### config.mk
export PLATFORM = sky130hd
export DESIGN_NAME = cc_timer
export DESIGN_NICKNAME = d
export VERILOG_FILES = /design/src/shared/cc_timer_pkg.sv /design/src/rtl/cc_timer.sv
export SDC_FILE = /design/constraint.sdc
export NUM_CORES = 2
export LEC_CHECK = 0
export ABC_AREA = 0
export BUFFER_PORTS_ARGS = -buffer_cell sky130_fd_sc_hd__buf_2
export CAP_MARGIN = 20
export CORE_MARGIN = 2
export CORE_UTILIZATION = 50
export CTS_CLUSTER_SIZE = 28
export DETAILED_ROUTE_END_ITERATION = 8
export PLACE_DENSITY_LB_ADDON = 0.25
export SYNTH_ARGS = -nofsm -noshare
export SYNTH_HDL_FRONTEND = slang
export SYNTH_SLANG_ARGS = --single-unit
### constraint.sdc
create_clock -name clk -period 53.6 [get_ports clk]
set_input_delay 13.4 -clock clk [delete_from_list [all_inputs] [get_ports clk]]
set_output_delay 13.4 -clock clk [all_outputs]
set_load 0.05 [all_outputs]
### src/shared/cc_timer_pkg.sv
// Notes on behaviour
// - Up/down with oversize period acts continuous.
// - Direction held over stop; clear resets all.
// - Up/down flags at period and at 1-to-0.
// - Period change while descending waits for zero.
// - Larger new period is counted up to.
// - Smaller new period reverses, maybe one late.
// - Seven identical capture/compare channels.
// - Capture select, input select, edge select.
// - Capture copies count and sets flag.
// - Selected input level readable any time.
// - Sync bit delays capture to timer tick.
// - Second unread capture sets overrun bit.
// - Upper select bit gives software capture levels.
// - Compare match sets flag and equal signal.
// - Compare latch reachable only through buffer.
// - Load field 00 immediate, 01 at zero.
// - Load field 10 zero, or period up/down.
// - Load field 11 at old latch value.
// - Grouping field forms pairs, triples or all.
// - Lowest group channel's load field governs; channel 1 when grouping all.
// - Zero controlling load field cancels grouping.
// - Group loads after all members written.
// - Hold-off pin function floats all outputs.
// - Mode 11 counts up then down.
// - Direct counter writes raise no events.
// - Outputs update on clock; mode 0 follows bit.
package cc_timer_pkg;
	localparam int NCH = 7;
	localparam int CW = 16;
	typedef enum logic [1:0] {MODE_STOP, MODE_UP, MODE_CONT, MODE_UPDN} countMode_t;
	// Byte addresses of the register words.
	localparam logic [7:0] ADDR_CTRL = 8'h00;
	localparam logic [7:0] ADDR_COUNT = 8'h04;
	localparam logic [7:0] ADDR_CH_BASE = 8'h08;
	localparam logic [7:0] ADDR_CH_END = 8'h40;
	localparam int CH_SHIFT = 3;
	localparam int CH_BUF_BIT = 2;
	// Control word fields.
	localparam int C_MODE = 0;
	localparam int C_LEN = 2;
	localparam int C_DIV = 4;
	localparam int C_GRP = 6;
	localparam int C_HIZ = 8;
	localparam int C_CLR = 9;
	localparam int C_OVF = 10;
	// Channel control word fields.
	localparam int K_FLAG = 0;
	localparam int K_COV = 1;
	localparam int K_LVL = 2;
	localparam int K_CAP = 3;
	localparam int K_SEL = 4;
	localparam int K_EDGE = 6;
	localparam int K_SCS = 8;
	localparam int K_LD = 9;
	localparam int K_OM = 11;
	localparam int K_OB = 14;
	localparam int K_W = 15;
	localparam logic [1:0] RESP_OKAY = 2'h0;
	localparam logic [1:0] RESP_SLVERR = 2'h2;
	localparam logic [CW-1:0] MAX16 = 16'hFFFF;
	localparam logic [CW-1:0] MAX12 = 16'h0FFF;
	localparam logic [CW-1:0] MAX10 = 16'h03FF;
	localparam logic [CW-1:0] MAX8 = 16'h00FF;
	localparam logic [CW-1:0] ONE = 16'h0001;
endpackage

### src/rtl/cc_timer.sv
// Design decisions made here: the register offsets and the AXI4-Lite register port.
`timescale 1ns/10ps
module cc_timer import cc_timer_pkg::*; (
	input  wire logic            clk,
	input  wire logic            rst,
	input  wire logic [7:0]      awaddr,
	input  wire logic            awvalid,
	output logic                 awready,
	input  wire logic [31:0]     wdata,
	input  wire logic [3:0]      wstrb,
	input  wire logic            wvalid,
	output logic                 wready,
	output logic [1:0]           bresp,
	output logic                 bvalid,
	input  wire logic            bready,
	input  wire logic [7:0]      araddr,
	input  wire logic            arvalid,
	output logic                 arready,
	output logic [31:0]          rdata,
	output logic [1:0]           rresp,
	output logic                 rvalid,
	input  wire logic            rready,
	input  wire logic [NCH-1:0]  captureInA,
	input  wire logic [NCH-1:0]  captureInB,
	input  wire logic            outputHizPin,
	output logic [NCH-1:0]       channelOutput,
	output logic [NCH-1:0]       outEnableN
);
	// ****************************************
	// Bus slave
	// ****************************************
	logic [7:0] awAddr_ff;
	logic [31:0] wData_ff;
	logic [3:0] wStrb_ff;
	logic awHeld_ff, wHeld_ff, awReady_ff, wReady_ff, bValid_ff, arReady_ff, rValid_ff;
	logic [1:0] bResp_ff, rResp_ff;
	logic [31:0] rData_ff, curWord, wd, strbMask;
	logic doWrite, mapW, mapR;
	logic [31:0] rdWord;

	// Address and data are taken in either order; the write runs once both are held.
	assign doWrite = awHeld_ff && wHeld_ff && !bValid_ff;
	always_ff @(posedge clk or posedge rst) begin
		if (rst) begin
			awHeld_ff <= 1'b0;
			wHeld_ff <= 1'b0;
			awReady_ff <= 1'b1;
			wReady_ff <= 1'b1;
			bValid_ff <= 1'b0;
			bResp_ff <= RESP_OKAY;
			awAddr_ff <= 8'h00;
			wData_ff <= 32'h00000000;
			wStrb_ff <= 4'h0;
		end else begin
			if (awvalid && awReady_ff) begin
				awHeld_ff <= 1'b1;
				awAddr_ff <= awaddr;
				awReady_ff <= 1'b0;
			end
			if (wvalid && wReady_ff) begin
				wHeld_ff <= 1'b1;
				wData_ff <= wdata;
				wStrb_ff <= wstrb;
				wReady_ff <= 1'b0;
			end
			if (doWrite) begin
				awHeld_ff <= 1'b0;
				wHeld_ff <= 1'b0;
				bValid_ff <= 1'b1;
				bResp_ff <= mapW ? RESP_OKAY : RESP_SLVERR;
			end
			if (bValid_ff && bready) begin
				bValid_ff <= 1'b0;
				awReady_ff <= 1'b1;
				wReady_ff <= 1'b1;
			end
		end
	end

	// Reads answer one cycle after the address is taken.
	always_ff @(posedge clk or posedge rst) begin
		if (rst) begin
			arReady_ff <= 1'b1;
			rValid_ff <= 1'b0;
			rData_ff <= 32'h00000000;
			rResp_ff <= RESP_OKAY;
		end else if (arvalid && arReady_ff) begin
			arReady_ff <= 1'b0;
			rValid_ff <= 1'b1;
			rData_ff <= rdWord;
			rResp_ff <= mapR ? RESP_OKAY : RESP_SLVERR;
		end else if (rValid_ff && rready) begin
			rValid_ff <= 1'b0;
			arReady_ff <= 1'b1;
		end
	end
	assign awready = awReady_ff;
	assign wready = wReady_ff;
	assign bvalid = bValid_ff;
	assign bresp = bResp_ff;
	assign arready = arReady_ff;
	assign rvalid = rValid_ff;
	assign rdata = rData_ff;
	assign rresp = rResp_ff;

	// ****************************************
	// Counter
	// ****************************************
	logic [1:0] mode_ff, len_ff, div_ff, grp_ff;
	logic hizSel_ff, ovf_ff, down_ff;
	logic [CW-1:0] cnt_ff, nxt_cnt, maxCnt, per;
	logic [2:0] divCnt_ff, divLim;
	logic nxt_down, wrapEv, tick, counted, zeroEv, perEv, clrWr, cntWr, ctrlWr, perZero;
	logic [CW-1:0] latch [NCH];
	logic [CW-1:0] bufReg [NCH];
	logic [NCH-1:0] eqEv, flag, cov, lvl;
	logic [K_W-1:0] kReg [NCH];
	countMode_t mode;

	assign ctrlWr = doWrite && awAddr_ff == ADDR_CTRL;
	assign cntWr = doWrite && awAddr_ff == ADDR_COUNT;
	assign clrWr = ctrlWr && wd[C_CLR];
	assign mode = countMode_t'(mode_ff);
	assign per = latch[0];
	assign perZero = per == '0 && (mode == MODE_UP || mode == MODE_UPDN);

	// Control word; the clear bit is a one-shot and reads back as zero.
	always_ff @(posedge clk or posedge rst) begin
		if (rst) begin
			mode_ff <= 2'h0;
			len_ff <= 2'h0;
			div_ff <= 2'h0;
			grp_ff <= 2'h0;
			hizSel_ff <= 1'b0;
			ovf_ff <= 1'b0;
		end else begin
			if (ctrlWr) begin
				mode_ff <= wd[C_MODE +: 2];
				len_ff <= wd[C_LEN +: 2];
				div_ff <= wd[C_DIV +: 2];
				grp_ff <= wd[C_GRP +: 2];
				hizSel_ff <= wd[C_HIZ];
				ovf_ff <= wd[C_OVF];
			end
			if (wrapEv && counted) begin
				ovf_ff <= 1'b1; // Set wins over a software clear.
			end
		end
	end

	// Length and prescale decode.
	always_comb begin
		case (len_ff)
			2'h0: maxCnt = MAX16;
			2'h1: maxCnt = MAX12;
			2'h2: maxCnt = MAX10;
			default: maxCnt = MAX8;
		endcase
		case (div_ff)
			2'h0: divLim = 3'h0;
			2'h1: divLim = 3'h1;
			2'h2: divLim = 3'h3;
			default: divLim = 3'h7;
		endcase
	end
	assign tick = divCnt_ff >= divLim;
	// A direct write or a clear replaces the step, so it raises no events.
	assign counted = tick && mode != MODE_STOP && !perZero && !cntWr && !clrWr;

	// Prescaler; the clear restarts it so the first tick after clear is a full period.
	always_ff @(posedge clk or posedge rst) begin
		if (rst) begin
			divCnt_ff <= 3'h0;
		end else if (clrWr || tick) begin
			divCnt_ff <= 3'h0;
		end else begin
			divCnt_ff <= divCnt_ff + 3'h1;
		end
	end

	// Next count; direction changes only here and on a clear, so a stop keeps it.
	always_comb begin
		nxt_cnt = cnt_ff;
		nxt_down = down_ff;
		wrapEv = 1'b0;
		case (mode)
			MODE_UP: begin
				if (cnt_ff >= per) begin
					nxt_cnt = '0;
					wrapEv = 1'b1;
				end else begin
					nxt_cnt = cnt_ff + ONE;
				end
			end
			MODE_CONT: begin
				if (cnt_ff >= maxCnt) begin
					nxt_cnt = '0;
					wrapEv = 1'b1;
				end else begin
					nxt_cnt = cnt_ff + ONE;
				end
			end
			MODE_UPDN: begin
				if (per > maxCnt) begin
					// Oversize period: plain wrap at the length limit.
					nxt_down = 1'b0;
					wrapEv = cnt_ff >= maxCnt;
					nxt_cnt = wrapEv ? '0 : cnt_ff + ONE;
				end else if (!down_ff) begin
					// Reverse at the period; a new smaller period reverses here too.
					if (cnt_ff >= per) begin
						nxt_down = 1'b1;
						nxt_cnt = cnt_ff - ONE;
					end else begin
						nxt_cnt = cnt_ff + ONE;
					end
				end else if (cnt_ff == '0) begin
					// A new period only matters once the descent ends here.
					nxt_down = 1'b0;
					nxt_cnt = ONE;
				end else begin
					wrapEv = cnt_ff == ONE;
					nxt_cnt = cnt_ff - ONE;
				end
			end
			default: begin
				nxt_cnt = cnt_ff;
			end
		endcase
	end

	always_ff @(posedge clk or posedge rst) begin
		if (rst) begin
			cnt_ff <= '0;
			down_ff <= 1'b0;
		end else if (clrWr) begin
			cnt_ff <= '0;
			down_ff <= 1'b0;
		end else if (cntWr) begin
			cnt_ff <= wd[CW-1:0] & maxCnt;
		end else if (counted) begin
			cnt_ff <= nxt_cnt;
			down_ff <= nxt_down;
		end
	end
	assign zeroEv = counted && nxt_cnt == '0 && cnt_ff != '0;
	assign perEv = counted && nxt_cnt == per;

	// ****************************************
	// Channels
	// ****************************************
	logic [NCH-1:0] written, memb, grpd, allW, eqSig, capNow, doLoad;
	logic [1:0] effLd [NCH];
	logic [2:0] ctlIdx [NCH];
	logic [1:0] hizSync_ff;
	logic [NCH-1:0] oeN_ff;

	// Controlling channel of channel c for the grouping setting g.
	function automatic logic [2:0] ctlOf(input logic [1:0] g, input int c);
		logic [2:0] cc;
		cc = 3'(c);
		case (g)
			2'h1: ctlOf = (c == 0) ? 3'h0 : (cc[0] ? cc : cc - 3'h1);
			2'h2: ctlOf = (c == 0) ? 3'h0 : (c <= 3 ? 3'h1 : 3'h4);
			2'h3: ctlOf = 3'h1;
			default: ctlOf = cc;
		endcase
	endfunction

	genvar gi;
	generate
		for (gi = 0; gi < NCH; gi++) begin : g_ch
			logic a1_ff, a2_ff, b1_ff, b2_ff, selLvl_ff, pend_ff, unread_ff, out_ff;
			logic sel, edgeHit, ldEv, bufWr, kWr;
			assign bufWr = doWrite && awAddr_ff == ADDR_CH_BASE + 8'(gi * 8 + 4);
			assign kWr = doWrite && awAddr_ff == ADDR_CH_BASE + 8'(gi * 8);
			assign ctlIdx[gi] = ctlOf(grp_ff, gi);
			assign memb[gi] = grp_ff != 2'h0 && (gi != 0 || grp_ff == 2'h3);
			// A zero load field at the controller drops back to immediate, ungrouped.
			assign grpd[gi] = memb[gi] && kReg[ctlIdx[gi]][K_LD +: 2] != 2'h0;
			assign effLd[gi] = memb[gi] ? kReg[ctlIdx[gi]][K_LD +: 2] : kReg[gi][K_LD +: 2];
			assign eqEv[gi] = counted && nxt_cnt == latch[gi];
			assign eqSig[gi] = eqEv[gi] && !kReg[gi][K_CAP];

			// Every member of the group must have been written since the last load.
			always_comb begin
				allW[gi] = 1'b1;
				for (int j = 0; j < NCH; j++) begin
					if (memb[j] && ctlOf(grp_ff, j) == ctlIdx[gi] && !written[j]) begin
						allW[gi] = 1'b0;
					end
				end
			end

			// Load event selection.
			always_comb begin
				case (effLd[gi])
					2'h0: ldEv = 1'b1;
					2'h1: ldEv = zeroEv;
					2'h2: ldEv = zeroEv || (mode == MODE_UPDN && perEv);
					default: ldEv = grpd[gi] ? eqEv[ctlIdx[gi]] : eqEv[gi];
				endcase
			end
			assign doLoad[gi] = (grpd[gi] ? allW[gi] : written[gi]) && ldEv;

			// The latch has no bus path; it only takes the buffer on a load.
			always_ff @(posedge clk or posedge rst) begin
				if (rst) begin
					latch[gi] <= '0;
					written[gi] <= 1'b0;
				end else begin
					if (doLoad[gi]) begin
						latch[gi] <= bufReg[gi];
						written[gi] <= 1'b0;
					end
					if (bufWr) begin
						written[gi] <= 1'b1;
					end
				end
			end

			// Pins pass two flops; selects 10 and 11 are fixed low and high levels.
			always_ff @(posedge clk or posedge rst) begin
				if (rst) begin
					a1_ff <= 1'b0;
					a2_ff <= 1'b0;
					b1_ff <= 1'b0;
					b2_ff <= 1'b0;
					selLvl_ff <= 1'b0;
				end else begin
					a1_ff <= captureInA[gi];
					a2_ff <= a1_ff;
					b1_ff <= captureInB[gi];
					b2_ff <= b1_ff;
					selLvl_ff <= sel;
				end
			end
			always_comb begin
				case (kReg[gi][K_SEL +: 2])
					2'h0: sel = a2_ff;
					2'h1: sel = b2_ff;
					2'h2: sel = 1'b0;
					default: sel = 1'b1;
				endcase
			end
			assign lvl[gi] = sel;
			assign edgeHit = kReg[gi][K_CAP] && ((kReg[gi][K_EDGE] && sel && !selLvl_ff)
				|| (kReg[gi][K_EDGE + 1] && !sel && selLvl_ff));
			// With sync set the capture waits for the next timer tick.
			assign capNow[gi] = kReg[gi][K_SCS] ? ((edgeHit || pend_ff) && tick) : edgeHit;
			always_ff @(posedge clk or posedge rst) begin
				if (rst) begin
					pend_ff <= 1'b0;
				end else begin
					pend_ff <= kReg[gi][K_SCS] && (edgeHit || pend_ff) && !tick;
				end
			end

			// Buffer: capture overrides a software write in the same cycle.
			always_ff @(posedge clk or posedge rst) begin
				if (rst) begin
					bufReg[gi] <= '0;
				end else if (capNow[gi]) begin
					bufReg[gi] <= cnt_ff;
				end else if (bufWr) begin
					bufReg[gi] <= wd[CW-1:0];
				end
			end

			// Flag and overrun; hardware sets win over software writes.
			always_ff @(posedge clk or posedge rst) begin
				if (rst) begin
					kReg[gi] <= '0;
					flag[gi] <= 1'b0;
					cov[gi] <= 1'b0;
					unread_ff <= 1'b0;
				end else begin
					if (kWr) begin
						kReg[gi] <= wd[K_W-1:0];
						flag[gi] <= wd[K_FLAG];
						cov[gi] <= cov[gi] && wd[K_COV];
					end
					if (arvalid && arReady_ff && araddr == ADDR_CH_BASE + 8'(gi * 8 + 4)) begin
						unread_ff <= 1'b0;
					end
					if (capNow[gi]) begin
						unread_ff <= 1'b1;
						cov[gi] <= cov[gi] || unread_ff;
					end
					if (capNow[gi] || eqSig[gi]) begin
						flag[gi] <= 1'b1;
					end
				end
			end

			// Output unit; mode 0 copies the bit, others act on the clock.
			always_ff @(posedge clk or posedge rst) begin
				if (rst) begin
					out_ff <= 1'b0;
				end else begin
					case (kReg[gi][K_OM +: 3])
						3'h0: out_ff <= kReg[gi][K_OB];
						3'h1: out_ff <= out_ff || eqSig[gi];
						3'h2: out_ff <= eqSig[0] ? 1'b0 : out_ff ^ eqSig[gi];
						3'h3: out_ff <= eqSig[0] ? 1'b0 : out_ff || eqSig[gi];
						3'h4: out_ff <= out_ff ^ eqSig[gi];
						3'h5: out_ff <= out_ff && !eqSig[gi];
						3'h6: out_ff <= eqSig[0] ? 1'b1 : out_ff ^ eqSig[gi];
						default: out_ff <= eqSig[0] ? 1'b1 : out_ff && !eqSig[gi];
					endcase
				end
			end
			assign channelOutput[gi] = out_ff;

			capture_copy_a: assert property (@(posedge clk) disable iff (rst)
				capNow[gi] |=> bufReg[gi] == $past(cnt_ff) && flag[gi] && unread_ff)
				else $error("capture did not copy count");
			overrun_set_a: assert property (@(posedge clk) disable iff (rst)
				capNow[gi] && unread_ff |=> cov[gi])
				else $error("overrun not flagged");
			compare_flag_a: assert property (@(posedge clk) disable iff (rst)
				eqSig[gi] |=> flag[gi])
				else $error("compare flag missing");
			load_now_a: assert property (@(posedge clk) disable iff (rst)
				written[gi] && effLd[gi] == 2'h0 && !grpd[gi] |=> latch[gi] == $past(bufReg[gi]))
				else $error("immediate load missed");
			group_wait_a: assert property (@(posedge clk) disable iff (rst)
				grpd[gi] && !allW[gi] |=> $stable(latch[gi]))
				else $error("group loaded early");
			sync_wait_a: assert property (@(posedge clk) disable iff (rst)
				kReg[gi][K_SCS] && capNow[gi] |-> tick)
				else $error("sync capture off tick");
		end
	endgenerate

	// Hold-off pin: synchronised, then floats every output together.
	always_ff @(posedge clk or posedge rst) begin
		if (rst) begin
			hizSync_ff <= 2'h0;
			oeN_ff <= '0;
		end else begin
			hizSync_ff <= {hizSync_ff[0], outputHizPin};
			oeN_ff <= {NCH{hizSel_ff && hizSync_ff[1]}};
		end
	end
	assign outEnableN = oeN_ff;

	// ****************************************
	// Register read mux and strobe merge
	// ****************************************
	function automatic logic [31:0] readAt(input logic [7:0] a);
		logic [2:0] c;
		c = 3'((a - ADDR_CH_BASE) >> CH_SHIFT);
		readAt = 32'h00000000;
		if (a == ADDR_CTRL) begin
			readAt[C_MODE +: 2] = mode_ff;
			readAt[C_LEN +: 2] = len_ff;
			readAt[C_DIV +: 2] = div_ff;
			readAt[C_GRP +: 2] = grp_ff;
			readAt[C_HIZ] = hizSel_ff;
			readAt[C_OVF] = ovf_ff;
		end else if (a == ADDR_COUNT) begin
			readAt[CW-1:0] = cnt_ff;
		end else if (a >= ADDR_CH_BASE && a < ADDR_CH_END) begin
			if (a[CH_BUF_BIT]) begin
				readAt[CW-1:0] = bufReg[c];
			end else begin
				readAt[K_W-1:0] = kReg[c];
				readAt[K_FLAG] = flag[c];
				readAt[K_COV] = cov[c];
				readAt[K_LVL] = lvl[c];
			end
		end
	endfunction
	assign mapW = awAddr_ff[1:0] == 2'h0 && awAddr_ff < ADDR_CH_END;
	assign mapR = araddr[1:0] == 2'h0 && araddr < ADDR_CH_END;
	assign rdWord = mapR ? readAt(araddr) : 32'h00000000;
	assign curWord = readAt(awAddr_ff);
	assign strbMask = {{8{wStrb_ff[3]}}, {8{wStrb_ff[2]}}, {8{wStrb_ff[1]}}, {8{wStrb_ff[0]}}};
	assign wd = (curWord & ~strbMask) | (wData_ff & strbMask);

	// ****************************************
	// Checks
	// ****************************************
	clear_all_a: assert property (@(posedge clk) disable iff (rst)
		clrWr |=> cnt_ff == '0 && !down_ff && divCnt_ff == 3'h0)
		else $error("clear left state");
	write_quiet_a: assert property (@(posedge clk) disable iff (rst)
		cntWr && !ovf_ff |=> !ovf_ff)
		else $error("count write raised overflow");
	updn_ovf_a: assert property (@(posedge clk) disable iff (rst)
		mode == MODE_UPDN && per <= maxCnt && counted && down_ff && cnt_ff == ONE |=> ovf_ff && cnt_ff == '0)
		else $error("down overflow missed");
	big_period_a: assert property (@(posedge clk) disable iff (rst)
		mode == MODE_UPDN && per > maxCnt && counted && cnt_ff == maxCnt |=> cnt_ff == '0)
		else $error("oversize period not continuous");
	hiz_out_a: assert property (@(posedge clk) disable iff (rst)
		hizSel_ff && hizSync_ff[1] |=> &outEnableN)
		else $error("outputs not floated");
	peak_turn_a: assert property (@(posedge clk) disable iff (rst)
		mode == MODE_UPDN && per <= maxCnt && counted && !down_ff && cnt_ff == per && per != '0
		|=> down_ff && cnt_ff == $past(per) - ONE)
		else $error("no reversal at period");
	updn_cycle_c: cover property (@(posedge clk) disable iff (rst) mode == MODE_UPDN && wrapEv && counted);
	group_load_c: cover property (@(posedge clk) disable iff (rst) grpd[2] && doLoad[2]);
	capture_ovr_c: cover property (@(posedge clk) disable iff (rst) capNow[1] && cov[1]);
endmodule

-- Word level (Yosys, flattened, before mapping)
Cells that the tools add are included.
- $add $sub $neg: 5
- order comparisons: 24
- equal/unequal tests: 154
- mux-type cells: 315
- bitwise gates (word level): 20
- reduce and logical (&&, ||, !) cells: 401
- operators by type and width (kind ; number):
    16-bit two-way mux ; 32
    15-bit binary-select mux with 3-bit select ; 8
    1-bit logical AND ; 235
    1-bit two-way mux ; 200
    11-bit two-way mux ; 12
    16-bit == test ; 7
    2-bit nonzero test ; 53
    16-bit binary-select mux with 3-bit select ; 2
    8-bit by 6-bit == test with 1-bit output, second input constant ; 12
    16-bit one-hot mux with 3 select lines ; 2
    3-bit == test ; 30
    15-bit two-way mux ; 6
    3-bit == test, second input constant ; 21
    1-bit one-hot mux with 7 select lines ; 7
    16-bit bitwise AND ; 3
    8-bit by 5-bit == test with 1-bit output, second input constant ; 6
    16-bit zero test ; 3
    1-bit one-hot mux with 3 select lines ; 15
    3-bit by 2-bit == test with 1-bit output, second input constant ; 14
    2-bit == test, second input constant ; 20
    1-bit zero test ; 40
    3-bit by 1-bit == test with 1-bit output, second input constant ; 13
    1-bit logical OR ; 38
    1-bit binary-select mux with 3-bit select ; 12
    35 further kinds ; 128
- register bits after elaboration: 508
- input port bits: 74
- output and inout port bits: 55
- word-level logic and storage cells: 1041

-- Depth between registers and ports, before layout
- word-level depth: 22
- gate-level depth with buffers: 22
- gate-level depth less buffers: 18

-- Least setup slack after synthesis
No wires, ideal clock.
- kind: in2reg
- start: input port araddr[3]
- end: register rData_ff[2], in the netlist rdata[2]
- arrival: 16.541 ns
- path slack: 36.926 ns
- stages on the path: 13
- cell sequence: clkbuf_1 inv_1 clkbuf_1 clkbuf_1 ha_1 clkbuf_1 clkbuf_1 buf_1 mux4_2 o211ai_1 o21ai_0 a222oi_1 o21ai_0
- word-level cells in the longest chain between the ends: 10
- ends and longest elaborated chain (what ; RTL line ; source):
    start: declaration ; cc_timer.sv:16 ; input wire logic [7:0] araddr,
    6-bit by 4-bit subtractor with 6-bit output ; cc_timer.sv:453 ; c = 3'((a - ADDR_CH_BASE) >> CH_SHIFT);
    3-bit inverter with 4-bit output (not written as such) ; cc_timer.sv:466 ; readAt[CW-1:0] = bufReg[c];
    16-bit binary-select mux with 3-bit select ; cc_timer.sv:466 ;
    16-bit two-way mux (not written as such) (2 in series) ; cc_timer.sv:466 ;
    15-bit two-way mux ; cc_timer.sv:465 ; if (a[CH_BUF_BIT]) begin
    16-bit two-way mux ; cc_timer.sv:464 ; end else if (a >= ADDR_CH_BASE && a < ADDR_CH_END) begin
    16-bit two-way mux ; cc_timer.sv:462 ; end else if (a == ADDR_COUNT) begin
    9-bit two-way mux ; cc_timer.sv:455 ; if (a == ADDR_CTRL) begin
    16-bit two-way mux (*) ; cc_timer.sv:477 ; assign rdWord = mapR ? readAt(araddr) : 32'h00000000;
    end signal: assignment ; cc_timer.sv:90 ; rData_ff <= rdWord;
    end: declaration ; cc_timer.sv:37 ; logic [31:0] rData_ff, curWord, wd, strbMask;
Mark *: on every way between the ends. The rest lies on a longest branch, timed or not. The select of a mux whose other input is x is not followed.
A chain may end at the register's enable or synchronous reset.

-- Worst setup path in the final report
- start: input port araddr[3]
- end: register rData_ff[10], in the netlist rdata[10]
- word-level cells in the longest chain between the ends: 10
- ends and longest elaborated chain (what ; RTL line):
    6-bit by 4-bit subtractor with 6-bit output ; cc_timer.sv:453
    3-bit inverter with 4-bit output (not written as such) ; cc_timer.sv:466, cc_timer.sv:468
    15-bit binary-select mux with 3-bit select or 16-bit binary-select mux with 3-bit select (tied branches) ; cc_timer.sv:468, cc_timer.sv:466
    15-bit two-way mux (not written as such) or 16-bit two-way mux (tied branches) (2 in series) ; cc_timer.sv:468, cc_timer.sv:466
    15-bit two-way mux ; cc_timer.sv:465
    16-bit two-way mux ; cc_timer.sv:464
    16-bit two-way mux ; cc_timer.sv:462
    1-bit two-way mux ; cc_timer.sv:455
    16-bit two-way mux (*) ; cc_timer.sv:477
Marked as above.

==> run_results.csv <==
group,metric,value,unit
worst_setup_path,end_kind,"flip-flop",
worst_setup_path,critPathMaxFanout,47,
logic_synthesis,yosysWarningCount,0,
floorplanning,die-width,244.9,µm
pwr,power_leakage,13.66,nW
logic_synthesis,yosysUniqueCellTypes,97,
logic_synthesis,yosys.area.top_type_share,40.19,%
cells_and_area,area_growth,9.935,%
sta,hold_viol,0,
routing,totalWireLength,111300,µm
global_routing,grt_pass1_wl,164300,µm
sta,fin_ws,36.78,ns
cells_and_area,final_core_util,55.39,%
clock_tree,cts_resized,0,
hold_path,hold_path_class,"reg -> reg",
clock_tree,post_cts_buffers,0,
logic_synthesis,synthFlopType,"dfrtp_1",
placement,dp_cells,3694,
routing,drc_errors,0,
floorplanning,fp.dieH,244.9,µm
sta,timing.final.crit_share,31.39,%
floorplanning,die_area,59970,µm²
routing,route.met3.wl,12420,µm
routing,antenna_left,0,
floorplanning,io_pins,129,
placement,hpwl,77130,µm
sta,finalClockSkew,0.02883,ns
routing,dr_wl_met2,48510,µm
routing,drt-initial-drc-count,3588,
logic_synthesis,synth_area_leaders,"dfrtp_1, mux2_2, mux4_2",
sta,min_period,16.82,ns
global_routing,grt_start_max_net_pins,188,
outcome,status,"finished, final reports clean",
placement,place_ws,36.46,ns
worst_setup_path,startpoint_type,"input pin",
logic_synthesis,syn_area,29020,µm²
clock_tree,cts-root-buf,"clkbuf_16",
cells_and_area,fin_cells,3790,
floorplanning,core-area,57590,µm²
logic_synthesis,ys_seq_elements,469,
global_routing,first_global_vias,24910,
pwr,peakVddDrop,0.05251,mV
cells_and_area,fill_cells,5057,
placement,placed_cell_area,30200,µm²
pwr,p_per_area,50.52,nW/µm²
global_routing,grt_usage,37.08,%
clock_tree,clkLatencyLatePin,0.62,ns
cells_and_area,register_area,11740,µm²
routing,vias_per_cell,6.783,
global_routing,grt_overflow,0,
cells_and_area,drive_above_1_share,20.54,%
routing,vias,25709,
logic_synthesis,synth_cells,2981,
clock_tree,postCtsHoldBufs,0,
clock_tree,clockBufferDepth,3,
logic_synthesis,synth_edf_count,0,
sta,fmax,59.44,MHz
cells_and_area,nets,3112,
clock_tree,cts_buffers,48,
worst_setup_path,cp_data_required_time,54.05,ns
routing,avgRoutedWirePerCell,29.36,µm
run,maxCapViolations,0,
floorplanning,core.rowCount,88,
sta,tns,0,ns
worst_setup_path,r2r_slack,45.93,ns
routing,first_pass_iters,6,
clock_tree,cts_tree,"done",
floorplanning,initial_utilization,50.39,%
sta,slew_viol_final,0,
placement,gp_congestion,1.088,
worst_setup_path,critical_path_class,"in -> reg",
logic_synthesis,yosysSeqAreaShare,40.46,%
clock_tree,htree_num_levels,2,
logic_synthesis,ys_async_sr_fraction,100.0,%
cells_and_area,multi_input_area,16030,µm²
sta,finalSetupViolCount,0,
clock_tree,cts.reportedPaths.clkPinSlew,0.06,ns
routing,wirelength_met1,40770,µm
worst_setup_path,cp.arrival,17.27,ns
global_routing,antenna_found_initial,6,
sta,worst_slew_pin_slew,1.217,ns
logic_synthesis,synth_area_leader_cell,"dfrtp_1",
sta,slew_headroom,18.58,%
sta,grt_setup_unrepaired,"no",
placement,io_buffers,92,
routing,highest_layer,"met5",
clock_tree,clock_sinks,469,
cells_and_area,final_cell_area,31900,µm²
logic_synthesis,synth.avg_cell_area,9.733,µm²
layer usage:
metal  vias up  global-route usage [%]
li1      10842                       -
met1     12608                   46.98
met2      1782                   55.59
met3       475                   8.933
met4         2                   26.78
met5         -                       0
worst paths after layout:
path,start,endpoint,depth (start not counted)
max in group asynchronous,rst,latch[8],4
min,g_ch[4].b1_ff,g_ch[4].b2_ff,0
min in group asynchronous,rst,bvalid,2
max,araddr[3],rdata[10],9
max reg2reg,len_ff[0],latch[27],16
min reg2reg,g_ch[4].b1_ff,g_ch[4].b2_ff,0
worst max-delay path, cell delays in order:
cell and delay, ns:
buf_2 0.43, inv_1 0.13, ha_2 0.63, buf_4 0.69, mux4_2 0.41, o21ai_0 0.44, o21ai_0 0.25, a222oi_1 0.65
o21ai_0 0.18
synthesized netlist by cell type, types with 10 or more instances:
master / instances
dfrtp_1: 466
nand2_1: 380
o21ai_0: 292
mux2_2: 211
clkbuf_1: 177
nor2_1: 166
a21oi_1: 165
mux2i_1: 136
inv_1: 84
mux4_2: 66
xor2_1: 59
ha_1: 57
nor3_1: 47
xnor2_1: 45
nand4_1: 39
buf_4: 37
a221oi_1: 34
mux2_1: 32
nand3_1: 31
nor4_1: 29
a211oi_1: 23
a31oi_1: 22
buf_1: 22
o211ai_1: 21
o22ai_1: 20
or3_1: 18
nand2b_1: 16
o31ai_1: 15
or2_2: 12
a222oi_1: 11
and3_1: 11
nand3b_1: 11
o2111ai_1: 11
or4_1: 11
a21o_1: 10
nor3b_1: 10
where the power goes:
part / internal (W) / switching, W
sequential: 0.000412 / 0.0000829
clock: 0.000209 / 0.000151
combinational: 0.000243 / 0.000513
total: 0.000865 / 0.000746
state kept, by name, summed over array words and instances, names as in the netlist, 8 cells and up:
signal	cells
bufReg	112
per	16
kReg	84
latch	96
awAddr_ff	8
wData_ff	16
cnt_ff	16
rdata	16
cells by family (layout without fill, tap and decap cells):
| logic type | Yosys count | after routing | share of synthesized area [%] |
|---|---|---|---|
| AO/OA/AOI/OAI | 733 | 733 | 15.96 |
| buffers and inverters | 335 | 355 | 4.981 |
| XOR/XNOR | 104 | 104 | 3.139 |
| flip-flops | 469 | 469 | 40.46 |
| multiplexers | 454 | 454 | 19.71 |
| adder cells (fa/ha/maj) | 57 | 57 | 2.458 |
| AND/OR/NAND/NOR | 828 | 828 | 13.28 |
| other | 1 | 25 | 0.01292 |
cell type report:
class / instances / area share, %
Multi-Input combinational cell: 2194 / 50.26
Sequential cell: 469 / 36.81
Clock buffer: 63 / 4.193
Timing Repair Buffer: 183 / 3.648
Tap cell: 765 / 3.001
Inverter: 85 / 1.024
Clock inverter: 24 / 1.004
Antenna cell: 7 / 0.05491
layout by cell type (no fill, tap or decap), types with 57 or more instances in the layout:
master | Yosys | routed
a21oi_1 | 165 | 165
buf_2 | 9 | 92
buf_4 | 37 | 88
dfrtp_1 | 466 | 464
inv_1 | 84 | 83
mux2_2 | 211 | 211
mux2i_1 | 136 | 136
mux4_2 | 66 | 66
nand2_1 | 380 | 380
nor2_1 | 166 | 159
o21ai_0 | 292 | 292
xor2_1 | 59 | 57
per-stage QoR:
stage                      power, W  hold WS, ns
after global routing       0.001667       0.3537
after detailed placement   0.001220       0.3347
after floorplan           0.0009437       0.3312
final                      0.001611       0.3459
after global placement     0.001208       0.3340
after CTS                  0.001582       0.3492
Note: power is estimated with default switching activity, not from simulation.
